==> src/design/pdx_pkg.sv <==
// Package holding constants and types for the paged data-space address extender
package pdx_pkg;
    // Register indices on the plain register port
    localparam logic [3:0]  REG_READ_PAGE   = 4'h0;   // read_page_select
    localparam logic [3:0]  REG_WRITE_PAGE  = 4'h1;   // write_page_select
    localparam logic [3:0]  REG_STATUS      = 4'h2;   // last trap causes, read only
    // Widths
    localparam int          RPAG_W          = 10;
    localparam int          WPAG_W          = 9;
    // Reset values
    localparam logic [9:0]  RPAG_RST        = 10'h001;
    localparam logic [8:0]  WPAG_RST        = 9'h001;
    // Boundary pages
    localparam logic [9:0]  RPAG_EDS_LAST   = 10'h1FF;
    localparam logic [9:0]  RPAG_PS_FIRST   = 10'h200;
    localparam logic [9:0]  RPAG_LSW_LAST   = 10'h2FF;
    localparam logic [9:0]  RPAG_MSB_FIRST  = 10'h300;
    localparam logic [9:0]  RPAG_MSB_LAST   = 10'h3FF;
    localparam logic [9:0]  RPAG_FIRST      = 10'h001;
    localparam logic [8:0]  WPAG_LAST       = 9'h1FF;
    // Address modes of an access
    typedef enum logic [2:0]
    {
        PDX_AM_DIRECT,     // Plain indirect, no modification
        PDX_AM_PREMOD,     // Pre-modified indirect
        PDX_AM_POSTMOD,    // Post-modified indirect
        PDX_AM_REGOFS,     // Register offset
        PDX_AM_MODULO,     // Modulo addressing
        PDX_AM_BITREV      // Bit-reversed addressing
    } pdx_amode_t;
endpackage

==> src/design/pdx_page_step.sv <==
// Page step unit: next page and bit 15 after a page overflow or underflow
`timescale 1ns/100ps
module pdx_page_step #(
    parameter int W = 10
) (
    input  wire logic [W-1:0] page,      // Current page
    input  wire logic         is_read,   // Read page register in use
    input  wire logic         ovf,       // Page overflow seen
    input  wire logic         unf,       // Page underflow seen
    input  wire logic         linear,    // Pre/post-modified mode
    output logic      [W-1:0] nxt_page,  // Page after the step
    output logic              bit15      // Effective address bit 15 after step
);
    logic [9:0] p10;  // Page widened for boundary compares

    // Boundary cases first, then the general linear step
    always_comb
    begin
        p10      = 10'(page);
        nxt_page = page;
        bit15    = 1'b1;
        if (!linear)
        begin
            // Wrap inside the current page
            nxt_page = page;
        end
        else if (ovf)
        begin
            if ((is_read && (p10 == pdx_pkg::RPAG_EDS_LAST || p10 == pdx_pkg::RPAG_MSB_LAST))
                || (!is_read && p10 == 10'(pdx_pkg::WPAG_LAST)))
            begin
                bit15 = 1'b0;
            end
            else
            begin
                // 0x2FF steps to 0x300 naturally
                nxt_page = page + W'(1);
            end
        end
        else if (unf)
        begin
            if (is_read && (p10 == pdx_pkg::RPAG_FIRST || p10 == pdx_pkg::RPAG_PS_FIRST))
            begin
                bit15 = 1'b0;
            end
            else
            begin
                // 0x300 steps back to 0x2FF naturally
                nxt_page = page - W'(1);
            end
        end
    end
endmodule

==> src/design/pdx_extender.sv <==
// Paged data-space address extender, top module
//
// The plain strobed port and the register offsets were decided locally.
`timescale 1ns/100ps
module pdx_extender #(
    parameter int RPW = 10,  // Read page width
    parameter int WPW = 9    // Write page width
) (
    input  wire logic              clk,            // 20 MHz system clock
    input  wire logic              nrst,           // Synchronous reset, active low
    input  wire logic [3:0]        reg_addr,       // Register index
    input  wire logic [15:0]       reg_wdata,      // Register write data
    input  wire logic              reg_wr,         // Register write strobe
    input  wire logic              reg_rd,         // Register read strobe
    output logic      [15:0]       reg_rdata,      // Read data, cycle after strobe
    input  wire logic              acc_valid,      // Access to decode this cycle
    input  wire logic              acc_write,      // 1 write, 0 read
    input  wire logic [15:0]       effective_address,  // Unmodified address
    input  wire logic [15:0]       ea_modified,    // Address after modification
    input  wire logic              page_ovf,       // Modification carried past 0xFFFF
    input  wire logic              page_unf,       // Modification fell below 0x8000
    input  wire pdx_pkg::pdx_amode_t amode,        // Address mode
    input  wire logic              via_stack_pointer,  // Uses stack_pointer_reg
    input  wire logic              via_frame_pointer,  // Uses frame_pointer_reg
    input  wire logic              frame_pointer_active, // Frame-pointer mode on
    output logic                   out_valid,      // Formed address valid, pulse
    output logic                   out_write,      // Formed access is a write
    output logic                   out_prog,       // Read goes to program_space
    output logic      [23:0]       out_addr,       // Formed 24-bit address
    output logic      [15:0]       out_ea,         // Effective address written back
    output logic                   addr_trap       // Address error trap, pulse
);
    // All state of the module
    typedef struct packed {
        logic [RPW-1:0] rpag;      // read_page_select
        logic [WPW-1:0] wpag;      // write_page_select
        logic [15:0]    rdata;     // Read data register
        logic           valid;     // Output strobe
        logic           write;     // Output direction
        logic           prog;      // Program-space read
        logic [23:0]    addr;      // Formed address
        logic [15:0]    ea;        // Effective address after step
        logic           trap;      // Trap pulse
        logic           trap_ps;   // Sticky: last trap was PS write
        logic           trap_p0;   // Sticky: a page-zero trap seen since reset, not cleared by a later PS write trap
    } pdx_state_t;

    pdx_state_t st_ff;     // Registered state
    pdx_state_t nxt_st;    // Next state

    logic           paged;        // Access goes through a page
    logic           linear;       // Pre/post-modified mode
    logic [RPW-1:0] act_page;     // Page in use, widened
    logic [RPW-1:0] step_page;    // Page after step
    logic           step_b15;     // Bit 15 after step
    logic [15:0]    ea_fin;       // Final effective address
    logic           bypass;       // Stack or frame pointer access

    // Stack pointer and active frame pointer never see paging
    assign bypass   = via_stack_pointer || (via_frame_pointer && frame_pointer_active);
    // Only the upper half of the unmodified address is paged
    assign paged    = effective_address[15] && !bypass;
    assign linear   = (amode == pdx_pkg::PDX_AM_PREMOD) || (amode == pdx_pkg::PDX_AM_POSTMOD);
    // Independent pages chosen by direction
    assign act_page = acc_write ? RPW'(st_ff.wpag) : st_ff.rpag;

    // Boundary and linear stepping of the active page
    pdx_page_step #(
        .W        (RPW)
    ) u_step (
        .page     (act_page),
        .is_read  (!acc_write),
        .ovf      (page_ovf && paged),
        .unf      (page_unf && paged),
        .linear   (linear),
        .nxt_page (step_page),
        .bit15    (step_b15)
    );

    // Bit 15 forced by the step only when a boundary was crossed
    always_comb
    begin
        ea_fin = ea_modified;
        if (paged && (page_ovf || page_unf))
        begin
            ea_fin = {step_b15, ea_modified[14:0]};
        end
    end

    // Next-state logic: registers, address forming, traps
    always_comb
    begin
        nxt_st       = st_ff;
        nxt_st.valid = 1'b0;
        nxt_st.trap  = 1'b0;
        // Register reads return data the next cycle only
        nxt_st.rdata = 16'h0000;
        if (reg_rd)
        begin
            unique case (reg_addr)
                pdx_pkg::REG_READ_PAGE:  nxt_st.rdata = 16'(st_ff.rpag);
                pdx_pkg::REG_WRITE_PAGE: nxt_st.rdata = 16'(st_ff.wpag);
                pdx_pkg::REG_STATUS:     nxt_st.rdata = {14'h0000, st_ff.trap_p0, st_ff.trap_ps};
                default:                 nxt_st.rdata = 16'h0000;  // Unmapped reads zero
            endcase
        end
        // A zero write is ignored so page zero is never selected by software
        if (reg_wr && reg_addr == pdx_pkg::REG_READ_PAGE && reg_wdata[RPW-1:0] != '0)
        begin
            nxt_st.rpag = reg_wdata[RPW-1:0];
        end
        if (reg_wr && reg_addr == pdx_pkg::REG_WRITE_PAGE && reg_wdata[WPW-1:0] != '0)
        begin
            nxt_st.wpag = reg_wdata[WPW-1:0];
        end
        // Access decode
        if (acc_valid)
        begin
            nxt_st.valid = 1'b1;
            nxt_st.write = acc_write;
            nxt_st.ea    = ea_fin;
            nxt_st.prog  = 1'b0;
            if (!paged || !ea_fin[15])
            begin
                // Base space, page zero directly
                nxt_st.addr = {8'h00, ea_fin};
            end
            else if (acc_write)
            begin
                // Stepped page shifts the window by 32 KB per page
                nxt_st.addr = {step_page[WPW-1:0], ea_fin[14:0]};
            end
            else
            begin
                nxt_st.prog = step_page[RPW-1];
                nxt_st.addr = {step_page[8:0], ea_fin[14:0]};
            end
            // Page zero through the upper half is illegal
            if (paged && act_page == '0)
            begin
                nxt_st.trap    = 1'b1;
                nxt_st.trap_p0 = 1'b1;
                nxt_st.trap_ps = 1'b0;
            end
            // Write page cannot reach program space
            if (paged && acc_write && act_page[RPW-1])
            begin
                nxt_st.trap    = 1'b1;
                nxt_st.trap_ps = 1'b1;
            end
            // Stepped page replaces the active register
            if (paged && linear && (page_ovf || page_unf))
            begin
                if (acc_write)
                    nxt_st.wpag = step_page[WPW-1:0];
                else
                    nxt_st.rpag = step_page;
            end
        end
    end

    // State register; reset loads both pages with one
    always_ff @(posedge clk)
    begin
        if (!nrst)
        begin
            st_ff      <= '0;
            st_ff.rpag <= pdx_pkg::RPAG_RST;
            st_ff.wpag <= pdx_pkg::WPAG_RST;
        end
        else
        begin
            st_ff <= nxt_st;
        end
    end

    // Outputs straight from the state register
    assign reg_rdata = st_ff.rdata;
    assign out_valid = st_ff.valid;
    assign out_write = st_ff.write;
    assign out_prog  = st_ff.prog;
    assign out_addr  = st_ff.addr;
    assign out_ea    = st_ff.ea;
    assign addr_trap = st_ff.trap;
endmodule

==> config.mk <==
export PLATFORM = sky130hd
export DESIGN_NAME = pdx_extender
export DESIGN_NICKNAME = d
export VERILOG_FILES = /design/src/design/pdx_pkg.sv /design/src/design/pdx_page_step.sv /design/src/design/pdx_extender.sv
export SDC_FILE = /design/constraint.sdc
export NUM_CORES = 1
export LEC_CHECK = 0
export BUFFER_PORTS_ARGS = -buffer_cell sky130_fd_sc_hd__buf_2
export CORE_AREA = 2 2 98 100
export DETAILED_ROUTE_END_ITERATION = 8
export DIE_AREA = 0 0 100 102
export PLACE_DENSITY = 0.79
export SETUP_SLACK_MARGIN = 0.3
export SLEW_MARGIN = 20
export SYNTH_ARGS = -nofsm -noshare
export SYNTH_HDL_FRONTEND = slang
export SYNTH_SLANG_ARGS = --single-unit
==> constraint.sdc <==
create_clock -name clk -period 6.4 [get_ports clk]
set_input_delay 0.32 -clock clk [delete_from_list [all_inputs] [get_ports clk]]
set_output_delay 0.32 -clock clk [all_outputs]
set_load 0.01 [all_outputs]
Word-level counts from Yosys, hierarchy flattened
Cells that the tools add are included.
{ "word_totals": {"ff_bits": 81, "input_bits": 66, "output_inout_bits": 60, "elab_cells": 83} }
{ "classes": {"n_addsub": 2, "eq_ne": 8, "mux": 25, "reduce_logical": 37} }
{ "ops": {"columns": ["operator", "count"], "rows": [
  ["$mux 10", 8],
  ["$mux 46", 1],
  ["$mux 19", 2],
  ["$pmux 10 s3", 1],
  ["$mux 24", 1],
  ["$eq 10x10->1 const B", 2],
  ["$mux 9", 2],
  ["$logic_and 1x1->1", 17],
  ["$mux 16", 1],
  ["$add 10x1->10 const B", 1],
  ["$eq 10x1->1 const B", 1],
  ["$eq 10x9->1 const B", 1],
  ["$logic_not 10->1", 1],
  ["$reduce_bool 10->1", 1],
  ["$sub 10x1->10 const B", 1],
  ["$reduce_bool 9->1", 1],
  ["$reduce_and 2->1", 4],
  ["$logic_or 1x1->1", 7],
  ["$mux 1", 7],
  ["$eq 4x1->1 const B", 1],
  ["$eq 4x2->1 const B", 1],
  ["$logic_not 1->1", 4],
  ["$logic_not 4->1", 1],
  ["$eq 3x1->1 const B", 1],
  ["other kinds (4)", 4]
]} }

Logic depth before layout (Yosys ltp)
Gate-level depths: netlist of the first run.
{ "logic_depth": {"word_depth": 13, "depth_mapped": 13, "ltp_nobuf": 9} }

Cells and area by module
From an unflattened synthesis of the first run, not the netlist that was laid out.
{ "hier_totals": {"hier_cells": 440, "hier_area_um2": 3629.7} }
{ "by_module_without_submodules": {"columns": ["mod", "n_inst", "cells_each", "area_each_um2", "seq_area_each_um2"], "rows": [
  ["pdx_extender", 1, 355, 3084.2, 1201.2],
  ["pdx_page_step", 1, 85, 545.5, 0.0]
]} }

Worst setup path after synthesis of the first run
OpenSTA, ideal clock, no wires.
{ "synth_path": {"kind": "input to register", "from": "in acc_write", "to": "reg st_ff[68] in the netlist's numbering", "setup_ns": 0.059, "arrival_time_ns": 3.017, "required_time_ns": 6.341, "slack_ns": 3.325, "path_stages": 13, "path_buffers": 4, "path_cell_list": "buf_6 > buf_8 > buf_4 > buf_2 > mux2_2 > inv_1 > ha_1 > mux2i_1 > or4_1 > nand4_1 > mux2_1 > a211oi_2 > o211a_1"} }
{ "synth_between": {"elab_chain_len": 11, "word_cells_on_any_way": 22, "cone_classes": "add/sub (2); eq/ne (4); mux (9); reduce/logical (7)"} }
{ "synth_rtl": {"columns": ["element", "line_no", "source"], "rows": [
  ["from (decl)", "pdx_extender.sv:17", "input wire logic acc_write,"],
  ["parallel branches: the longest is 8 deep, another holds $sub 10x1->10", null, null],
  ["$mux 9 *", "pdx_extender.sv:154", "if (acc_write)"],
  ["$mux 19 *", "pdx_extender.sv:152", "if (paged && linear && (page_ovf || page_unf))"],
  ["$mux 19 *", "pdx_extender.sv:117", "if (acc_valid)"],
  ["to (signal assigned)", "pdx_extender.sv:173", "st_ff <= nxt_st;"],
  ["to (decl)", "pdx_extender.sv:48", "pdx_state_t st_ff;"]
]} }
Every way passes the cells marked *.
A chain may end at the register's enable or synchronous reset.

Worst setup path after layout of the first run
Same ends and word-level chain as after synthesis.

==> impl_metrics.tcl, run 1 <==
set metrics [dict create \
    status "finished, final reports clean" \
    grt_use_total_pct 19.5 \
    routedWlPerCell_microns 17.5 \
    synth-main-ff-cell "dfxtp_1" \
    rr_worst_depth 9 \
    final_cell_mix "buf_2, dfxtp_1, nor2_1" \
    cts_setup_buffers 0 \
    vias 3216 \
    overflow 0 \
    dieArea_sq_um 10200 \
    ys_seq_area_share_pct 31.8 \
    netlist_instances 422 \
    clk_latency_ps 360 \
    grt_pass1_vias 3093 \
    chipWidth_microns 100 \
    hold_depth 3 \
    antenna_found_initial 0 \
    setup.worst_path.start_class "input pin" \
    yosys.area.top_type_share_pct 31.8 \
    clkTransAtPathRegs_ps 70 \
    dp_hpwl_microns 7520 \
    leakagePower_uw 0.00202 \
    irDropWorstVdd_uv 106 \
    tns_ps 0 \
    htree_levels 3 \
    cts_buffers 9 \
    hold_viol 0 \
    fp.coreArea_sq_um 9110 \
    fin_skew_ps 14.8 \
    critPathKind "in -> reg" \
    timing.final.max_slew_violations 0 \
    wirelength_microns 10100 \
    crit_family "multiplexers" \
    yosys.cell_types.count 65 \
    crit_cells 10 \
    drc 0 \
    diodes 0 \
    cts_tree "done" \
    rows 35 \
    max_cap_viol_count 0 \
    io_pins 126 \
    yosysWarnings 0 \
    setup_viol 0 \
    grt_pass1_wl_microns 15600 \
    syn_area_sq_um 3780 \
    rsz0062_at_grt "no" \
    final_layout_size_suffix_gt1_share_pct 29.0 \
    ant_nets 0 \
    cp.required_ps 6700 \
    ys_seq_elements 60 \
    cts_num_sinks 60 \
    synth_area_per_cell_sq_um 8.96 \
    gp_congestion 0.927 \
    yosys.area.top_type "dfxtp_1" \
    first_pass_iters 4 \
    power_density_nw_per_um2 209 \
    synth_top_cells_by_area "dfxtp_1, buf_4, mux2i_1" \
    path_buf_inv 2 \
    crit_path_cell_trace "buf_2 -> mux2_2 -> inv_1 -> ha_1 -> mux2i_1 -> or4_1 -> nand4_1 -> mux2_1 -> a211oi_2 -> o211a_1" \
    layout_min_cycle_time_ps 3140 \
    initial_core_util_pct 41.5 \
    end_kind "flop" \
    io_buffers 98 \
    grt_max_degree 40 \
    ctsHoldBuffers 0 \
    cts_buffer_depth 2 \
    layout_commonest_cell "buf_2" \
    cp_max_fo 39 \
    cp_slowest_cell "buf_2" \
    fin_nets 530 \
    ctsResizeCount 0 \
    routed_via_density 5.57 \
    hold_class "in -> reg" \
    area_growth_pct 8.77 \
    worst_pin_slew_ps 951 \
    max_stage_delay_ps 550 \
    synth_edf_count 0 \
    arrival_ps 3440 \
    maxSlewHeadroom_pct 36.0 \
    fin_crit_sh_pct 49.1 \
    hold_slack_ps 201 \
    drt_iter0_drc 142 \
    clockRootBuffer "clkbuf_8" \
    fmax_ghz 0.318 \
    die_h_microns 102 \
    postSynth.asyncResetShare_pct 0 \
]
cells in the mapped netlist (all sizes together) (2+ instances only):
cell,n
a2111oi,2
a211oi,6
a21oi,8
a22o,7
a22oi,13
a31oi,4
a32o,2
a32oi,2
and2,4
and3,5
buf,65
clkbuf,11
dfxtp,60
ha,3
inv,8
mux2,7
mux2i,41
nand2,26
nand2b,2
nand3,9
nand3b,3
nand4,8
nand4b,3
nor2,45
nor2b,2
nor3,7
nor4,5
nor4b,2
o211a,16
o211ai,3
o21ai,7
o22ai,2
o41ai,2
or2,2
or3,5
or3b,5
or4,3
xnor2,2
xor2,5
where the power goes:
| group | internal (uW) | switching (uW) |
|---|---|---|
| clock network | 181 | 167 |
| logic | 47.6 | 69.1 |
| registers | 384 | 9.68 |
| total | 613 | 246 |
layout make-up:
| class | count | area [sq um] |
|---|---|---|
| fill | 899 | 5000 |
| multi-input combinational | 283 | 2040 |
| sequential | 60 | 1200 |
| timing repair buffer | 99 | 498 |
| tap | 111 | 139 |
| clock buffer | 9 | 124 |
| clock inverter | 7 | 75.1 |
| inverter | 8 | 30.0 |
kinds of logic (layout without fill, tap and decap cells):
family	Yosys count	in the layout	share of synthesized area (%)
XOR/XNOR	7	7	1.62
adder cells (fa/ha/maj)	3	3	0.993
buffers and inverters	84	123	14.6
AO/OA/AOI/OAI	80	80	17.6
flip-flops	60	60	31.8
multiplexers	48	48	12.9
other	1	6	0.0992
AND/OR/NAND/NOR	139	139	20.3
flip-flops by register name, indices dropped and copies added (netlist names):
name and count:
addr_trap 1, out_addr 24, out_ea 1, out_prog 1
out_valid 1, out_write 1, reg_rdata 10, st_ff 21
worst reg2reg max path: stages (launching register included):
cell      delay (ps)
dfxtp_1          360
mux2_2           330
inv_1            110
ha_1             320
mux2i_1          150
or4_1            470
nand4_1          130
mux2_1           340
a211oi_2         360
o211a_1          220
metrics by stage:
| step | instance area (sq um) | utilization [%] | power [uW] | std cells | setup slack (ps) |
|---|---|---|---|---|---|
| 5_1_grt | 4110 | 45.1 | 894 | 577 | 3060 |
| 3_3_place_gp | 3910 | 43.0 | 513 | 561 | 3010 |
| 3_5_place_dp | 3910 | 43.0 | 517 | 561 | 2980 |
| 6_report | 4110 | 45.1 | 859 | 577 | 3260 |
| 4_1_cts | 4110 | 45.1 | 866 | 577 | 3310 |
| 2_1_floorplan | 3800 | - | 491 | 427 | 3320 |
metal layers:
layer  global-route usage (%)  up-vias  routed length, microns
met5                        0        -                       0
li1                         -     1562                       -
met2                     32.0      102                    4890
met3                     4.45       23                     606
met4                     8.85        0                     317
met1                     24.5     1529                    4290
final timing paths:
| check | startpoint | to | slack, ps |
|---|---|---|---|
| worst max-delay path | acc_write | st_ff[68]$_SDFF_PN0_ | 3260 |
| worst min-delay path | ea_modified[0] | out_addr[0]$_SDFFE_PN0P_ | 200 |
| worst max register to register | st_ff[62]$_SDFF_PN1_ | st_ff[68]$_SDFF_PN0_ | 3540 |
| worst min register to register | st_ff[1]$_SDFFE_PN0P_ | st_ff[1]$_SDFFE_PN0P_ | 460 |
No activity file was read; power rests on OpenSTA's default activity.
==> run 2, diff against run 1 <==
Clock period 6.4 ns to 2.9 ns, I/O delays scaled along.
==> run 2 against run 1 <==
Die area stayed put. Design area is 5.5% higher. Largest cell class unchanged. Hold slack got worse by 170 ps. First-iteration DRC count up 130%. Routed wire length up 4.7%. Clock skew decreased by 3.4 ps. Flip-flop and latch count stayed put. Cell count increased by 2.6%.
==> impl_metrics.tcl, run 2 (same netlist as run 1, synthesis figures left out) <==
set metrics [dict create \
    rows 35 \
    largest_reg_flops 24 \
    cts_buffers 9 \
    routedWlPerCell_microns 17.9 \
    hold_class "in -> reg" \
    clkTransAtPathRegs_ps 70 \
    status "finished, final reports clean" \
    tns_ps 0 \
    end_kind "flop" \
    hold_viol 0 \
    ant_nets 0 \
    routed_via_density 5.74 \
    final_layout_size_suffix_gt1_share_pct 32.6 \
    rsz0062_at_grt "yes" \
    layout_min_cycle_time_ps 2480 \
    max_cap_viol_count 0 \
    pwr-share-comb_pct 14.0 \
    dp_hpwl_microns 7970 \
    io_buffers 98 \
    cts_buffer_depth 2 \
    cts_setup_buffers 0 \
    seqPwrFrac_pct 42.5 \
    grt_pass1_wl_microns 16500 \
    power_density_nw_per_um2 470 \
    cts_num_sinks 60 \
    hold_slack_ps 26.0 \
    fp.coreArea_sq_um 9110 \
    maxSlewHeadroom_pct 51.3 \
    clockRootBuffer "clkbuf_8" \
    p_sw_share_pct 25.7 \
    cts_tree "done" \
    drc 0 \
    vias 3397 \
    internal-power_uw 1520 \
    fmax_ghz 0.404 \
    ctsHoldBuffers 0 \
    clk_latency_ps 350 \
    fillers 899 \
    setup.worst_path.start_class "flop" \
    wirelength_microns 10600 \
    final_cell_mix "buf_2, dfxtp_1, nor2_1" \
    io_pins 126 \
    first_pass_iters 5 \
    grt_max_degree 26 \
    finalWorstSetupSlack_ps 424 \
    gp_congestion 1.00 \
    switching_power_uw 524 \
    arrival_ps 2750 \
    htree_levels 3 \
    layout_commonest_cell "buf_2" \
    drt_iter0_drc 320 \
    overflow 0 \
    cp_max_fo 6 \
    rr_worst_depth 9 \
    grt_pass1_vias 3195 \
    worst_pin_slew_ps 728 \
    setup_viol 0 \
    chipWidth_microns 100 \
    dieArea_sq_um 10200 \
    fin_crit_sh_pct 85.4 \
    cp.required_ps 3170 \
    dp_slack_ps 307 \
    critPathKind "reg -> reg" \
    timing.final.max_slew_violations 0 \
    diodes 0 \
    antenna_found_initial 0 \
    irDropWorstVdd_uv 329 \
    die_h_microns 102 \
    power.clock.fraction_pct 43.5 \
    initial_core_util_pct 41.5 \
    hold_depth 3 \
    leakagePower_uw 0.00213 \
    grt_use_total_pct 20.8 \
    area_growth_pct 14.8 \
    fin_nets 546 \
    fin_skew_ps 11.4 \
]
## run 2: changes by cell type in the layout (fill, tap and decap cells not counted), sizes merged
| cell | delta |
|---|---|
| buf | +16 |
| inv | -1 |
| clkinv | -4 |
| clkbuf | +3 |
| bufinv | +1 |
## run 2: cell type report
class	count	area (sq um)	share of cell area (%)
Timing Repair Buffer	115	618	14.2
Tap cell	111	139	3.20
Inverter	8	32.5	0.750
Sequential cell	60	1200	27.7
Clock buffer	12	165	3.81
Clock inverter	3	68.8	1.59
Multi-Input combinational cell	283	2110	48.7
## run 2: per-stage QoR
| step | instances | power [uW] | instance area, sq um | utilization (%) |
|---|---|---|---|---|
| finish | 592 | 2040 | 4340 | 47.6 |
| global route | 592 | 2120 | 4340 | 47.6 |
| CTS | 592 | 2040 | 4300 | 47.2 |
| detailed placement | 577 | 1160 | 4070 | 44.7 |
| global placement | 577 | 1150 | 4070 | 44.7 |
| floorplan | 427 | 1090 | 3850 | - |
## run 2: critical path, cell delays in order (launching register included)
cell	delay, ps
dfxtp_1	350
mux2_4	330
inv_4	80
ha_4	160
mux2i_1	140
or4_4	520
nand4_1	170
mux2i_2	350
nor2_1	110
a211oi_2	190
## run 2: metal layers
layer | vias up | GRT usage, % | part of all wire (%)
li1 | 1588 | - | -
met1 | 1597 | 27.3 | 42
met2 | 173 | 32.2 | 45
met3 | 39 | 4.58 | 8.4
met4 | 0 | 11.1 | 4.3
met5 | - | 0 | 0
## run 2: worst paths after layout
kind / end / slack [ps] / start
max: st_ff[70]$_SDFF_PN0_ / 420 / st_ff[71]$_SDFF_PN1_
min: out_addr[4]$_SDFFE_PN0P_ / 30 / ea_modified[4]
max reg2reg: st_ff[70]$_SDFF_PN0_ / 420 / st_ff[71]$_SDFF_PN1_
min reg2reg: st_ff[1]$_SDFFE_PN0P_ / 440 / st_ff[1]$_SDFFE_PN0P_
## run 2: timing repair
| item | CTS | global route |
|---|---|---|
| endpoints found under the setup margin | 1 | 15 |
| pin swaps | 1 | 0 |
| gates cloned | 0 | 0 |
| gates resized for setup | 0 | 6 |
## run 2: power by group through the flow
stage	logic, uW	clock network (uW)	registers [uW]
floorplan	210	0	881
global placement	270	0	884
detailed placement	276	0	885
CTS	277	897	866
global route	312	936	869
finish	286	887	867
==> run 3, diff against run 2 <==
Settings changed: ABC_AREA set to 1, CORE_AREA 2 2 98 100 to 2 2 101 103, DIE_AREA 0 0 100 102 to 0 0 103 105, PLACE_DENSITY 0.79 to 0.78.
==> run 3 against run 2 <==
Synthesized cell count grew 43%. Non-clock buffer count decreased by 12. Combinational power grew 15%. Clock-buffer cell count did not move. Cell count up 33%. Synthesized area rose by 5.8%. Fmax grew 13%. Design area increased by 1.1%. Via count increased by 15%. Register-to-register slack gained 290 ps.
==> impl_metrics.tcl, run 3 <==
set metrics [dict create \
    yosys.area.top_type "dfxtp_1" \
    final_layout_size_suffix_gt1_share_pct 26.5 \
    cts_num_sinks 60 \
    htree_levels 3 \
    rsz0062_at_grt "no" \
    grt_pass1_vias 3480 \
    grt_use_total_pct 19.7 \
    p_sw_share_pct 28.3 \
    switching_power_uw 563 \
    synth_area_per_cell_sq_um 6.62 \
    final_cell_mix "nand2_1, buf_2, dfxtp_1" \
    io_buffers 98 \
    r2r_slack_ps 720 \
    hold_viol 0 \
    fin_skew_ps 8.96 \
    cp_slowest_cell "ha_1" \
    postSynth.asyncResetShare_pct 0 \
    setup_viol 0 \
    power_density_nw_per_um2 453 \
    arrival_ps 2410 \
    fmax_ghz 0.458 \
    synth_top_cells_by_area "dfxtp_1, nand2_1, buf_4" \
    yosysWarnings 0 \
    fin_util_pct 45.5 \
    layout_commonest_cell "nand2_1" \
    fp.coreArea_sq_um 9640 \
    clkTransAtPathRegs_ps 70 \
    initial_core_util_pct 41.5 \
    netlist_instances 604 \
    leakagePower_uw 0.00221 \
    io_pins 126 \
    cp_max_fo 9 \
    hold_slack_ps 23.6 \
    wirelength_microns 10300 \
    reg2reg_from "st_ff[63]$_SDFF_PN0_" \
    cts_setup_buffers 0 \
    grt_pass1_wl_microns 17000 \
    ctsHoldBuffers 0 \
    hold_depth 3 \
    hold_end "out_addr[6]$_SDFFE_PN0P_" \
    critPathKind "reg -> reg" \
    fin_crit_sh_pct 75.3 \
    timing.final.max_slew_violations 0 \
    synth.most_common_cell "nand2_1" \
    end_kind "flop" \
    synth_common_cells "nand2_1, dfxtp_1, buf_4, nor2_1, inv_1" \
    hold_class "in -> reg" \
    max_cap_viol_count 0 \
    ctsResizeCount 0 \
    dp_hpwl_microns 7660 \
    path_buf_inv 1 \
    worstHoldStart "ea_modified[6]" \
    ys_seq_area_share_pct 30.0 \
    crit_top_cell "nand2_1" \
    drt_iter0_drc 283 \
    syn_area_sq_um 4000 \
    final_cells 786 \
    tns_ps 0 \
    rr_worst_depth 14 \
    synth-main-ff-cell "dfxtp_1" \
    antenna_found_initial 0 \
    yosys.cell_types.count 38 \
    layout_min_cycle_time_ps 2180 \
    dieArea_sq_um 10800 \
    fin_nets 718 \
    overflow 0 \
    crit_path_cell_trace "inv_1 -> nand2_1 -> o21ai_0 -> ha_1 -> nand3_1 -> nand2_1 -> nand2_2 -> nand3_1 -> nand2_1 -> nand2_1 -> nand2_1 -> nand2_1 -> o21ai_1 -> nor2_1" \
    cts_buffers 9 \
    cp.required_ps 3130 \
    routedWlPerCell_microns 13.1 \
    crit_family "simple AND/OR/NAND/NOR gates" \
    gp_congestion 0.965 \
    crit_cells 14 \
    clk_latency_ps 340 \
    grt_max_degree 35 \
    pwr-share-comb_pct 16.6 \
    synth_edf_count 0 \
    area_growth_pct 9.70 \
    ys_seq_elements 60 \
    internal-power_uw 1420 \
    status "finished, final reports clean" \
    dp_cells 771 \
    drc 0 \
    cts_tree "done" \
    routed_via_density 4.99 \
    clockRootBuffer "clkbuf_8" \
    max_stage_delay_ps 360 \
    cts_buffer_depth 2 \
    vias 3921 \
    first_pass_iters 6 \
    worst_r2r_endpoint "st_ff[73]$_SDFF_PN0_" \
    irDropWorstVdd_uv 173 \
    ant_nets 0 \
    rows 36 \
    seqPwrFrac_pct 43.6 \
    maxSlewHeadroom_pct 58.5 \
    chipWidth_microns 103 \
    power.clock.fraction_pct 39.8 \
    largest_reg_flops 24 \
    worst_pin_slew_ps 621 \
    setup.worst_path.start_class "flop" \
    fillers 1032 \
    diodes 0 \
    die_h_microns 105 \
    yosys.area.top_type_share_pct 30.0 \
]
## run 3: cell count changes in the layout (fill, tap and decap cells not counted), moves of 7 or more
| cell | before | now |
|---|---|---|
| mux2i_1 | 39 | 0 |
| buf_4 | 17 | 5 |
| nand3_1 | 8 | 46 |
| a21oi_1 | 8 | 34 |
| o21ai_0 | 7 | 38 |
| a22oi_1 | 12 | 0 |
| nor2_1 | 45 | 55 |
| nand2_1 | 26 | 156 |
| o211a_1 | 16 | 0 |
| nor2_2 | 0 | 7 |
| nand2_2 | 0 | 20 |
| a22o_1 | 7 | 0 |
| inv_1 | 7 | 51 |
## run 3: power groups by stage
stage	clock network [uW]	logic, uW	registers [uW]
final	791	330	866
after global routing	853	366	869
after CTS	801	327	866
after detailed placement	0	325	884
after global placement	0	323	883
after floorplan	0	265	882
## run 3: routing by layer
layer  track usage [%]  part of all wire (%)  up-vias
met5                 0                     0        -
met4              8.74                   3.2        0
met3              4.21                   8.1       23
met2              29.8                    46      181
met1              26.5                    43     1765
li1                  -                     -     1952
## run 3: stage by stage
stage	instance area [sq um]	setup WS [ps]	power, uW
global route	4390	517	2090
detailed placement	4180	583	1210
floorplan	4020	996	1150
CTS	4390	782	1990
finish	4390	715	1990
global placement	4180	604	1210
## run 3: worst reg2reg max path: stages (launching register included)
cell	delay, ps
dfxtp_1	330
inv_1	80
nand2_1	60
o21ai_0	200
ha_1	360
nand3_1	110
nand2_1	60
nand2_2	170
nand3_1	130
nand2_1	130
nand2_1	60
nand2_1	70
nand2_1	120
o21ai_1	150
nor2_1	50
## run 3: cell families after synthesis
logic type               after synthesis  share of synthesized area, %
AND/OR/NAND/NOR                      319                          37.4
AO/OA/AOI/OAI                         89                          12.5
adder cells (fa/ha/maj)                3                         0.939
buffers and inverters                132                          19.0
flip-flops                            60                          30.0
other                                  1                        0.0938
## run 3: area by class of cell
class	instances	area, sq um	area share (%)
clock inverters	3	45.0	1.03
well taps	133	166	3.79
flip-flops and latches	60	1200	27.4
clock buffers	12	165	3.77
repair buffers	103	528	12.0
inverters	58	223	5.08
multi-input cells	417	2060	46.9
## run 3: worst max-delay path by stage
stage / start / end / slack (ps)
3_5_place_dp: acc_write / st_ff[73]$_SDFF_PN0_ / 580
6_report: st_ff[63]$_SDFF_PN0_ / st_ff[73]$_SDFF_PN0_ / 720
5_1_grt: st_ff[72]$_SDFF_PN0_ / out_addr[17]$_SDFFE_PN0P_ / 520
4_1_cts: st_ff[72]$_SDFF_PN0_ / st_ff[73]$_SDFF_PN0_ / 780
2_1_floorplan: acc_write / st_ff[70]$_SDFF_PN0_ / 1000
3_3_place_gp: acc_write / out_addr[17]$_SDFFE_PN0P_ / 600
